--- src/design/guard_pkg.sv ---
// Shared constants and types of the sink driver protection logic
package guard_pkg;

	// Register byte offsets on the APB bus
	localparam int ADDR_W = 8;
	localparam logic [ADDR_W-1:0] REG_STATUS = 8'h00;
	localparam logic [ADDR_W-1:0] REG_INT_STAT = 8'h04;
	localparam logic [ADDR_W-1:0] REG_INT_MASK = 8'h08;

	// Event bits, shared by sticky status and mask
	localparam int EV_TSD = 0;
	localparam int EV_UVLO = 1;
	localparam int EV_OC_A = 2;
	localparam int EV_OC_B = 3;
	localparam int EV_W = 4;
	localparam logic [EV_W-1:0] INT_MASK_RST = 4'h0;
	localparam logic [EV_W-1:0] INT_STAT_RST = 4'h0;

	// Live status word fields
	localparam int ST_TSD = 0;
	localparam int ST_UVLO = 1;
	localparam int ST_OC = 2;
	localparam int ST_SINK_A = 3;
	localparam int ST_SINK_B = 4;
	localparam int ST_IN_A = 5;
	localparam int ST_IN_B = 6;
	localparam int ST_W = 7;

	// Positions of the pins in the synchroniser vector
	localparam int PIN_IN_A = 0;
	localparam int PIN_IN_B = 1;
	localparam int PIN_THERM = 2;
	localparam int PIN_OC_A = 3;
	localparam int PIN_OC_B = 4;
	localparam int PIN_LOW = 5;
	localparam int PIN_OK = 6;
	localparam int PIN_W = 7;

	// Reset state of the protection logic
	localparam logic UVLO_RST = 1'b1;
	localparam logic TSD_RST = 1'b0;

	// Timing, in printed units and in cycles of pclk
	localparam int CLK_PERIOD_NS = 100;
	localparam int TSD_MASK_NS = 5000;
	localparam int TSD_MASK_CYC = (TSD_MASK_NS + CLK_PERIOD_NS - 1) / CLK_PERIOD_NS;
	localparam int OC_BLANK_NS = 1250;
	localparam int OC_BLANK_CYC = (OC_BLANK_NS + CLK_PERIOD_NS - 1) / CLK_PERIOD_NS;
	localparam int OC_OFF_MS = 3;
	localparam int OC_OFF_CYC = (OC_OFF_MS * 1000000 + CLK_PERIOD_NS - 1) / CLK_PERIOD_NS;
	localparam int IN_MIN_PULSE_NS = 500;

	// Overcurrent recovery states
	typedef enum logic [0:0] {OC_RUN, OC_HOLD} oc_st_e;

endpackage

--- src/design/timer_if.sv ---
// Start and expiry handshake between the guard and one of its timers
interface timer_if;
	logic run;
	logic done;
	modport owner (output run, input done);
	modport counter (input run, output done);
endinterface

--- src/design/pin_sync.sv ---
// Three-stage pin synchroniser with agreement filter
module pin_sync #(
	parameter int W = 7
) (
	input wire logic pclk,
	input wire logic presetn,
	input wire logic [W-1:0] pin,
	output logic [W-1:0] filt
);

	typedef struct packed {
		logic [W-1:0] s1;
		logic [W-1:0] s2;
		logic [W-1:0] s3;
		logic [W-1:0] q;
	} sync_s;

	sync_s st_r;
	sync_s st_nxt;

	// Shift the pins in; a bit moves only when stages two and three agree
	always_comb begin
		st_nxt = st_r;
		st_nxt.s1 = pin;
		st_nxt.s2 = st_r.s1;
		st_nxt.s3 = st_r.s2;
		st_nxt.q = (st_r.s2 & ~(st_r.s2 ^ st_r.s3)) | (st_r.q & (st_r.s2 ^ st_r.s3));
	end

	always_ff @(posedge pclk or negedge presetn) begin
		if (!presetn) begin
			st_r <= '0;
		end else begin
			st_r <= st_nxt;
		end
	end

	assign filt = st_r.q;

endmodule

--- src/design/hold_timer.sv ---
// Persistence timer: done once run has stood for LIMIT cycles
module hold_timer #(
	parameter int unsigned LIMIT = 50
) (
	input wire logic pclk,
	input wire logic presetn,
	timer_if.counter t
);

	localparam int W = $clog2(LIMIT + 1);
	localparam logic [W-1:0] LIM = W'(LIMIT);

	typedef struct packed {
		logic [W-1:0] cnt;
		logic done;
	} tmr_s;

	tmr_s st_r;
	tmr_s st_nxt;

	// Count while run holds, saturate at the limit, restart when run drops
	always_comb begin
		st_nxt = st_r;
		if (!t.run) begin
			st_nxt.cnt = '0;
		end else if (st_r.cnt != LIM) begin
			st_nxt.cnt = st_r.cnt + 1'b1;
		end
		st_nxt.done = t.run && (st_nxt.cnt == LIM);
	end

	always_ff @(posedge pclk or negedge presetn) begin
		if (!presetn) begin
			st_r <= '0;
		end else begin
			st_r <= st_nxt;
		end
	end

	assign t.done = st_r.done;

endmodule

--- src/design/sink_guard.sv ---
// Control and protection logic of a two-channel low-side sink driver
// What this block does
// - Each sink switch is on while its own control input is high, the two independently.
// - In normal operation the fault flag pull-down stays off so the pin floats high.
// - While thermal shutdown is active the fault flag pull-down is on.
// - When thermal shutdown clears the fault flag pull-down is released.
// - An accepted over-temperature trip forces both sink switches off.
// - The over-temperature trip is masked so a short switching glitch is ignored.
// - After thermal shutdown the outputs resume on their own once the trip drops.
// - A supply undervoltage indication forces both sink switches off.
// - The undervoltage lockout clears only when the supply-good indication returns.
// - An accepted overcurrent trip turns the sink switches off.
// - The overcurrent detector is ignored during a blanking window.
// - After an overcurrent shutdown the outputs recover after a fixed off time.
// - The overcurrent blanking window is 1.25 us.
// - The overcurrent off time is 3 ms.
// - Over-temperature must persist 2.0 to 8.0 us, nominally 5.0, before shutdown.
//
// The implementer's own choices: the address map and the APB slave port.
module sink_guard
	import guard_pkg::*;
#(
	parameter int unsigned TSD_MASK_CYCLES = TSD_MASK_CYC,
	parameter int unsigned OC_BLANK_CYCLES = OC_BLANK_CYC,
	parameter int unsigned OC_OFF_CYCLES = OC_OFF_CYC
) (
	input wire logic pclk,
	input wire logic presetn,
	input wire logic psel,
	input wire logic penable,
	input wire logic pwrite,
	input wire logic [ADDR_W-1:0] paddr,
	input wire logic [31:0] pwdata,
	output logic [31:0] prdata,
	output logic pready,
	output logic pslverr,
	input wire logic ctrl_in_a,
	input wire logic ctrl_in_b,
	input wire logic thermal_trip,
	input wire logic overcurrent_trip_a,
	input wire logic overcurrent_trip_b,
	input wire logic motor_supply_low,
	input wire logic motor_supply_ok,
	output logic sink_out_a,
	output logic sink_out_b,
	output logic fault_flag_o,
	output logic fault_flag_oe,
	output logic irq
);

	localparam int CNT_W = 16; // Run-length counters used by the checks

	typedef struct packed {
		logic [1:0] sink;
		logic flag_o;
		logic flag_oe;
		logic irq;
		logic pready;
		logic pslverr;
		logic [31:0] prdata;
		logic thermal_sd;
		logic uvlo;
		oc_st_e oc_st;
		logic [EV_W-1:0] int_stat;
		logic [EV_W-1:0] int_mask;
		logic [CNT_W-1:0] therm_cnt;
		logic [CNT_W-1:0] blk_cnt;
	} guard_s;

	guard_s st_r;
	guard_s st_nxt;

	logic [PIN_W-1:0] pin_raw;
	logic [PIN_W-1:0] pin_f;
	logic in_a_f;
	logic in_b_f;
	logic therm_f;
	logic low_f;
	logic ok_f;
	logic [1:0] oc_f;
	logic [1:0] trip;
	logic blocked;
	logic setup;
	logic acc;
	logic [EV_W-1:0] ev;
	logic [EV_W-1:0] clr;
	logic [ST_W-1:0] status;

	timer_if tsd_t();
	timer_if off_t();
	timer_if blk_t[2]();

	// True for any offset that holds a register
	function automatic logic mapped(input logic [ADDR_W-1:0] a);
		return (a == REG_STATUS) || (a == REG_INT_STAT) || (a == REG_INT_MASK);
	endfunction

	// Saturating run length of a level, restarts when it drops
	function automatic logic [CNT_W-1:0] run_len(input logic run, input logic [CNT_W-1:0] c);
		return run ? ((c == '1) ? c : c + 1'b1) : '0;
	endfunction

	// Read multiplexer; unmapped offsets read zero
	function automatic logic [31:0] read_word(
		input logic [ADDR_W-1:0] a,
		input logic [ST_W-1:0] st,
		input logic [EV_W-1:0] ist,
		input logic [EV_W-1:0] msk
	);
		logic [31:0] w;
		w = 32'h0;
		case (a)
			REG_STATUS: w[ST_W-1:0] = st;
			REG_INT_STAT: w[EV_W-1:0] = ist;
			REG_INT_MASK: w[EV_W-1:0] = msk;
			default: w = 32'h0;
		endcase
		return w;
	endfunction

	// All pins come from outside pclk; short host pulses are not stretched
	assign pin_raw[PIN_IN_A] = ctrl_in_a;
	assign pin_raw[PIN_IN_B] = ctrl_in_b;
	assign pin_raw[PIN_THERM] = thermal_trip;
	assign pin_raw[PIN_OC_A] = overcurrent_trip_a;
	assign pin_raw[PIN_OC_B] = overcurrent_trip_b;
	assign pin_raw[PIN_LOW] = motor_supply_low;
	assign pin_raw[PIN_OK] = motor_supply_ok;

	pin_sync #(
		.W(PIN_W)
	) u_sync (
		.pclk(pclk),
		.presetn(presetn),
		.pin(pin_raw),
		.filt(pin_f)
	);

	assign in_a_f = pin_f[PIN_IN_A];
	assign in_b_f = pin_f[PIN_IN_B];
	assign therm_f = pin_f[PIN_THERM];
	assign oc_f = {pin_f[PIN_OC_B], pin_f[PIN_OC_A]};
	assign low_f = pin_f[PIN_LOW];
	assign ok_f = pin_f[PIN_OK];

	// Thermal mask: the trip must persist before shutdown is taken
	assign tsd_t.run = therm_f;

	hold_timer #(
		.LIMIT(TSD_MASK_CYCLES)
	) u_tsd_mask (
		.pclk(pclk),
		.presetn(presetn),
		.t(tsd_t)
	);

	// Overcurrent blanking, one per channel, armed only while it conducts
	generate
		for (genvar i = 0; i < 2; i++) begin : g_blank
			assign blk_t[i].run = oc_f[i] & st_r.sink[i];
			assign trip[i] = blk_t[i].done;

			hold_timer #(
				.LIMIT(OC_BLANK_CYCLES)
			) u_blank (
				.pclk(pclk),
				.presetn(presetn),
				.t(blk_t[i])
			);
		end
	endgenerate

	// Off time after an accepted overcurrent trip
	assign off_t.run = (st_r.oc_st == OC_HOLD);

	hold_timer #(
		.LIMIT(OC_OFF_CYCLES)
	) u_oc_off (
		.pclk(pclk),
		.presetn(presetn),
		.t(off_t)
	);

	// Protection state, output gating, interrupts and APB slave
	always_comb begin
		st_nxt = st_r;
		setup = psel & ~penable;
		acc = psel & penable & st_r.pready;
		st_nxt.therm_cnt = run_len(therm_f, st_r.therm_cnt);
		st_nxt.blk_cnt = run_len(blk_t[0].run, st_r.blk_cnt);

		// Thermal shutdown: set on masked trip, clears with the raw trip
		if (tsd_t.done && therm_f) begin
			st_nxt.thermal_sd = 1'b1;
		end else if (!therm_f) begin
			st_nxt.thermal_sd = 1'b0;
		end

		// Undervoltage lockout with separate trip and release levels
		if (low_f) begin
			st_nxt.uvlo = 1'b1;
		end else if (ok_f) begin
			st_nxt.uvlo = 1'b0;
		end

		// Overcurrent hold and automatic recovery
		case (st_r.oc_st)
			OC_RUN: begin
				if (|trip) begin
					st_nxt.oc_st = OC_HOLD;
				end
			end
			OC_HOLD: begin
				if (off_t.done) begin
					st_nxt.oc_st = OC_RUN;
				end
			end
			default: begin
				st_nxt.oc_st = OC_RUN;
			end
		endcase

		// Any active protection overrides both control inputs
		blocked = st_nxt.thermal_sd | st_nxt.uvlo | (st_nxt.oc_st == OC_HOLD);
		st_nxt.sink[0] = in_a_f & ~blocked;
		st_nxt.sink[1] = in_b_f & ~blocked;

		// Open-drain flag follows thermal shutdown alone
		st_nxt.flag_o = 1'b0;
		st_nxt.flag_oe = st_nxt.thermal_sd;

		// Entry into each shutdown is an event
		ev = '0;
		ev[EV_TSD] = st_nxt.thermal_sd & ~st_r.thermal_sd;
		ev[EV_UVLO] = st_nxt.uvlo & ~st_r.uvlo;
		ev[EV_OC_A] = (st_r.oc_st == OC_RUN) & trip[0];
		ev[EV_OC_B] = (st_r.oc_st == OC_RUN) & trip[1];

		// Live status word
		status = '0;
		status[ST_TSD] = st_r.thermal_sd;
		status[ST_UVLO] = st_r.uvlo;
		status[ST_OC] = (st_r.oc_st == OC_HOLD);
		status[ST_SINK_A] = st_r.sink[0];
		status[ST_SINK_B] = st_r.sink[1];
		status[ST_IN_A] = in_a_f;
		status[ST_IN_B] = in_b_f;

		// Answer in the first access cycle; data is latched at setup
		st_nxt.pready = setup;
		if (setup) begin
			st_nxt.prdata = read_word(paddr, status, st_r.int_stat, st_r.int_mask);
			st_nxt.pslverr = !mapped(paddr);
		end

		// Writes land on the completing edge only
		clr = '0;
		if (acc && pwrite && mapped(paddr)) begin
			case (paddr)
				REG_INT_STAT: clr = pwdata[EV_W-1:0];
				REG_INT_MASK: st_nxt.int_mask = pwdata[EV_W-1:0];
				default: clr = '0;
			endcase
		end

		// Write-one-to-clear; a new event in the same cycle wins
		st_nxt.int_stat = (st_r.int_stat & ~clr) | ev;
		st_nxt.irq = |(st_nxt.int_stat & st_nxt.int_mask);
	end

	always_ff @(posedge pclk or negedge presetn) begin
		if (!presetn) begin
			st_r <= '0;
			st_r.uvlo <= UVLO_RST;
			st_r.thermal_sd <= TSD_RST;
			st_r.oc_st <= OC_RUN;
			st_r.int_stat <= INT_STAT_RST;
			st_r.int_mask <= INT_MASK_RST;
		end else begin
			st_r <= st_nxt;
		end
	end

	// Every output straight from the state register
	assign sink_out_a = st_r.sink[0];
	assign sink_out_b = st_r.sink[1];
	assign fault_flag_o = st_r.flag_o;
	assign fault_flag_oe = st_r.flag_oe;
	assign irq = st_r.irq;
	assign prdata = st_r.prdata;
	assign pready = st_r.pready;
	assign pslverr = st_r.pslverr;
endmodule

--- config.mk ---
export PLATFORM = sky130hd
export DESIGN_NAME = sink_guard
export DESIGN_NICKNAME = d
export VERILOG_FILES = /design/src/design/guard_pkg.sv /design/src/design/timer_if.sv /design/src/design/pin_sync.sv /design/src/design/hold_timer.sv /design/src/design/sink_guard.sv
export SDC_FILE = /design/constraint.sdc
export NUM_CORES = 1
export LEC_CHECK = 0
export BUFFER_PORTS_ARGS = -buffer_cell sky130_fd_sc_hd__buf_4
export CORE_UTILIZATION = 33
export CTS_BUF_LIST = sky130_fd_sc_hd__clkbuf_4
export DETAILED_ROUTE_END_ITERATION = 10
export SYNTH_ARGS = -nofsm -noshare
export SYNTH_HDL_FRONTEND = slang
export SYNTH_SLANG_ARGS = --single-unit
--- constraint.sdc ---
create_clock -name pclk -period 2.55 [get_ports pclk]
set_input_delay 0.1275 -clock pclk [delete_from_list [all_inputs] [get_ports pclk]]
set_output_delay 0.1275 -clock pclk [all_outputs]
set_load 0.005 [all_outputs]
==> summary.txt <==
Clocking
  – Resized cells post-CTS: 0
  – Clk buf depth: 2
  – Worst-skew pair later-pin latency: 0.42 ns
  – Clk sinks: 84
  – Num CTS Buffers: 9
  – Clk pin slew, worst setup/hold paths: about 0.14 ns
  – H-tree Lvls: 3
  – CTS tree: done
  – Root Driver: clkbuf_4

Yosys
  – Top-count cell post-synth: dfrtp_1
  – Most frequent cells after synthesis: 83 x dfrtp_1, 33 x buf_4, 28 x nand2_1
  – Mean Syn Cell Area: 11.3 µm²
  – Post-synthesis sequential area ratio: 0.552
  – Asr flop ratio synth: 1.00
  – Synth top area share: 0.545
  – Cell variety after synth: 49
  – Ys flop type: dfrtp_1
  – Synth Register Bits: 84
  – Top post-synthesis cells by area: dfrtp_1 54%, buf_4 6.5%, xnor2_1 3.0%, nand2_1 2.8%, ha_1 2.6%
  – Netlist Area Pre-Place: 3810 µm²
  – Leading area contributor after synthesis: dfrtp_1
  – Warnings from Yosys: 0
  – Gate Count Post-Synth: 336
  – Number of synthesized flops with an enable pin: 0

Timing
  – Setup Total Neg Slack: 0 ns
  – Skew final: 0.0179 ns
  – Final Cycle Share: 0.772
  – # setup viols final: 0
  – Rel. slew slack: 0.596
  – Minimum clock period after layout: 1.97 ns
  – Unrepaired setup endpoints after global routing: false
  – Worst Tran Pin Value: approximately 0.60 ns
  – Fmax: slightly above 500 MHz
  – Pins Over Slew Limit: 0
  – Fin. Hold Viols: 0

Hold path
  – Min-delay worst type: in2reg
  – Hold endpoint: st_r[35]
  – Hold Path Stages: 3
  – Hold path startpoint: pwdata[3]

Die
  – Initial Utilization: 0.346
  – Die Ht: 109 µm
  – Rows: 38
  – Area of the core: 11000 µm²
  – I/O Pins: 91
  – Die Span X: roughly 110 µm
  – Die area: 12000 µm²

Setup path
  – Critical Path Start Type: flop
  – CP arrival: 2.28 ns
  – Kind of critical path: reg2reg
  – Crit path from: u_oc_off.st_r[1]
  – Worst flop-to-flop path endpoint: u_oc_off.t.done
  – R2R cell count: 7
  – Critical path required time: 2.86 ns
  – Reg2reg start: u_oc_off.st_r[1]
  – Worst Path Max Fanout: 5
  – R2r setup slk: roughly 0.58 ns
  – Crit. End Element: flop

Drt
  – DRT iter0 DRCs: about 110
  – Mean routed wirelength per cell: roughly 12 µm
  – Antenna Violating Nets Remaining: 0
  – Residual DRC: 0
  – Via-to-Cell Ratio: 4.53
  – Drt first pass iters: 6
  – Via count: 2373
  – Drt total wl: 6460 µm

Placed design
  – Port Buffers: 36
  – Placed inst area: 4080 µm²
  – Placed cell count: 498
  – RePlAce Congestion: 0.803
  – DP HPWL: 4800 µm

Finish
  – Share of layout cells above drive strength 1: 0.172
  – Post-route cell area: 4320 µm²
  – Diode count: 0
  – Nets: 439
  – Fin cells: 524
  – Synth-to-Final Area Change: 13.2%

Power
  – LEAKAGE: 2.01 nW
  – Sequential power share: 0.606
  – Comb power frac: 0.070
  – Pint: 1.77 mW
  – Cell Pwr Density: 540 nW/µm²
  – Peak supply drop: roughly 0.28 mV
  – Switching share of total power: 0.242
  – Clock share of power: 0.323
  – P_sw: 0.565 mW

Status
  – Status: complete, no violations

Global route
  – Number of global-route vias before repair: around 2300
  – Gr ovfl total: 0
  – Gr usage total: 0.121
  – First-pass GRT wire length: 11000 µm
  – Largest net degree at the start of global routing: 46
  – Initial antenna violation count: 0

Flow run
  – # Max-Cap Violations: 0
[sequential cells by signal, indices dropped and copies added, names as in the netlist, 2 cells and up, named ones only]
| name | flops |
|---|---|
| g_blank.u_blank.st_r | 8 |
| g_blank.u_blank.t.done | 2 |
| prdata | 7 |
| st_r | 10 |
| u_oc_off.st_r | 15 |
| u_sync.st_nxt | 14 |
| u_sync.st_r | 7 |
| u_tsd_mask.st_r | 6 |
[power groups by stage]
stage               clock [mW]  sequential (mW)  combinational [mW]
detailed placement           0             1.44               0.157
floorplan                    0             1.43               0.109
CTS                      0.800             1.42               0.169
global placement             0             1.44               0.152
finish                   0.754             1.41               0.164
global route             0.850             1.42               0.192
[logic make-up (layout without fill, tap and decap cells)]
| group | Yosys count | in the layout | share of synthesized area |
|---|---|---|---|
| and+or+nand+nor | 114 | 114 | 0.175 |
| DFF | 84 | 84 | 0.552 |
| buffers and inverters | 53 | 76 | 0.0906 |
| AOI/OAI and AO/OA | 41 | 41 | 0.0692 |
| xor gates and xnor gates | 20 | 20 | 0.0459 |
| adders and majority gates | 15 | 15 | 0.0446 |
| muxes | 8 | 8 | 0.0220 |
| other | 1 | 26 | 0.000984 |
[placed cells by master (no fill, tap or decap), drive strengths merged, types with 5 or more instances in the layout]
master       count
ha               8
conb            26
xnor2           13
nand4            7
buf             37
dlygate4sd3     10
o21ai           19
nor2            17
inv             13
a21oi            5
and4             5
maj3             7
dfrtp           83
mux2i            5
nand2           28
and2            13
clkbuf          10
nand3           10
nor2b            6
nor3             6
xor2             7
a22o             5
[worst max-delay path, cell delays in order (launching register included)]
cell and delay (ns):
dfrtp_1 0.45, inv_1 0.13, ha_1 0.15, nor4b_2 0.18, nand4b_1 0.25, mux2_2 0.33
and4_1 0.19, and4bb_1 0.19
[what timing repair did]
| item | CTS | global route |
|---|---|---|
| hold endpoints to repair | 47 | 0 |
| setup buffers | 0 | 0 |
| endpoints found under the setup margin | 0 | 0 |
| hold buffers | 10 | 0 |
[area by class of cell]
class,count,area [µm²]
Multi-Input combinational cell,224,1460
Inverter,13,48.8
Tap cell,140,175
Fill cell,1100,6710
Sequential cell,84,2100
Clock inverter,6,66.3
Timing Repair Buffer,47,390
Clock buffer,10,75.1
[worst max path at each step]
| stage | endpoint | slack, ns | depth (start not counted) |
|---|---|---|---|
| final | u_oc_off.t.done | 0.58 | 7 |
| after floorplan | u_oc_off.t.done | 0.77 | 7 |
| after detailed placement | u_oc_off.t.done | 0.59 | 7 |
| after CTS | u_oc_off.t.done | 0.56 | 7 |
| after global routing | u_oc_off.t.done | 0.44 | 7 |
| after global placement | u_oc_off.t.done | 0.60 | 7 |
[routing by layer]
layer  up-vias  global-route usage  routed length [µm]
met4         0              0.0457                  70
met5         -                   0                   0
li1       1176                   -                   -
met3         5              0.0344                 244
met1      1136               0.157                3130
met2        56               0.191                3010
[metrics by stage]
| stage | total power [mW] | hold WS [ns] | setup WS [ns] | util |
|---|---|---|---|---|
| 4_1_cts | 2.38 | 0.0130 | 0.559 | 0.391 |
| 5_1_grt | 2.46 | 0.0473 | 0.439 | 0.391 |
| 3_5_place_dp | 1.60 | 0.144 | 0.586 | 0.369 |
| 2_1_floorplan | 1.54 | -0.168 | 0.768 | - |
| 3_3_place_gp | 1.59 | 0.141 | 0.602 | 0.369 |
| 6_report | 2.33 | 0.0526 | 0.582 | 0.391 |
Power figures use the tool's default switching activity.
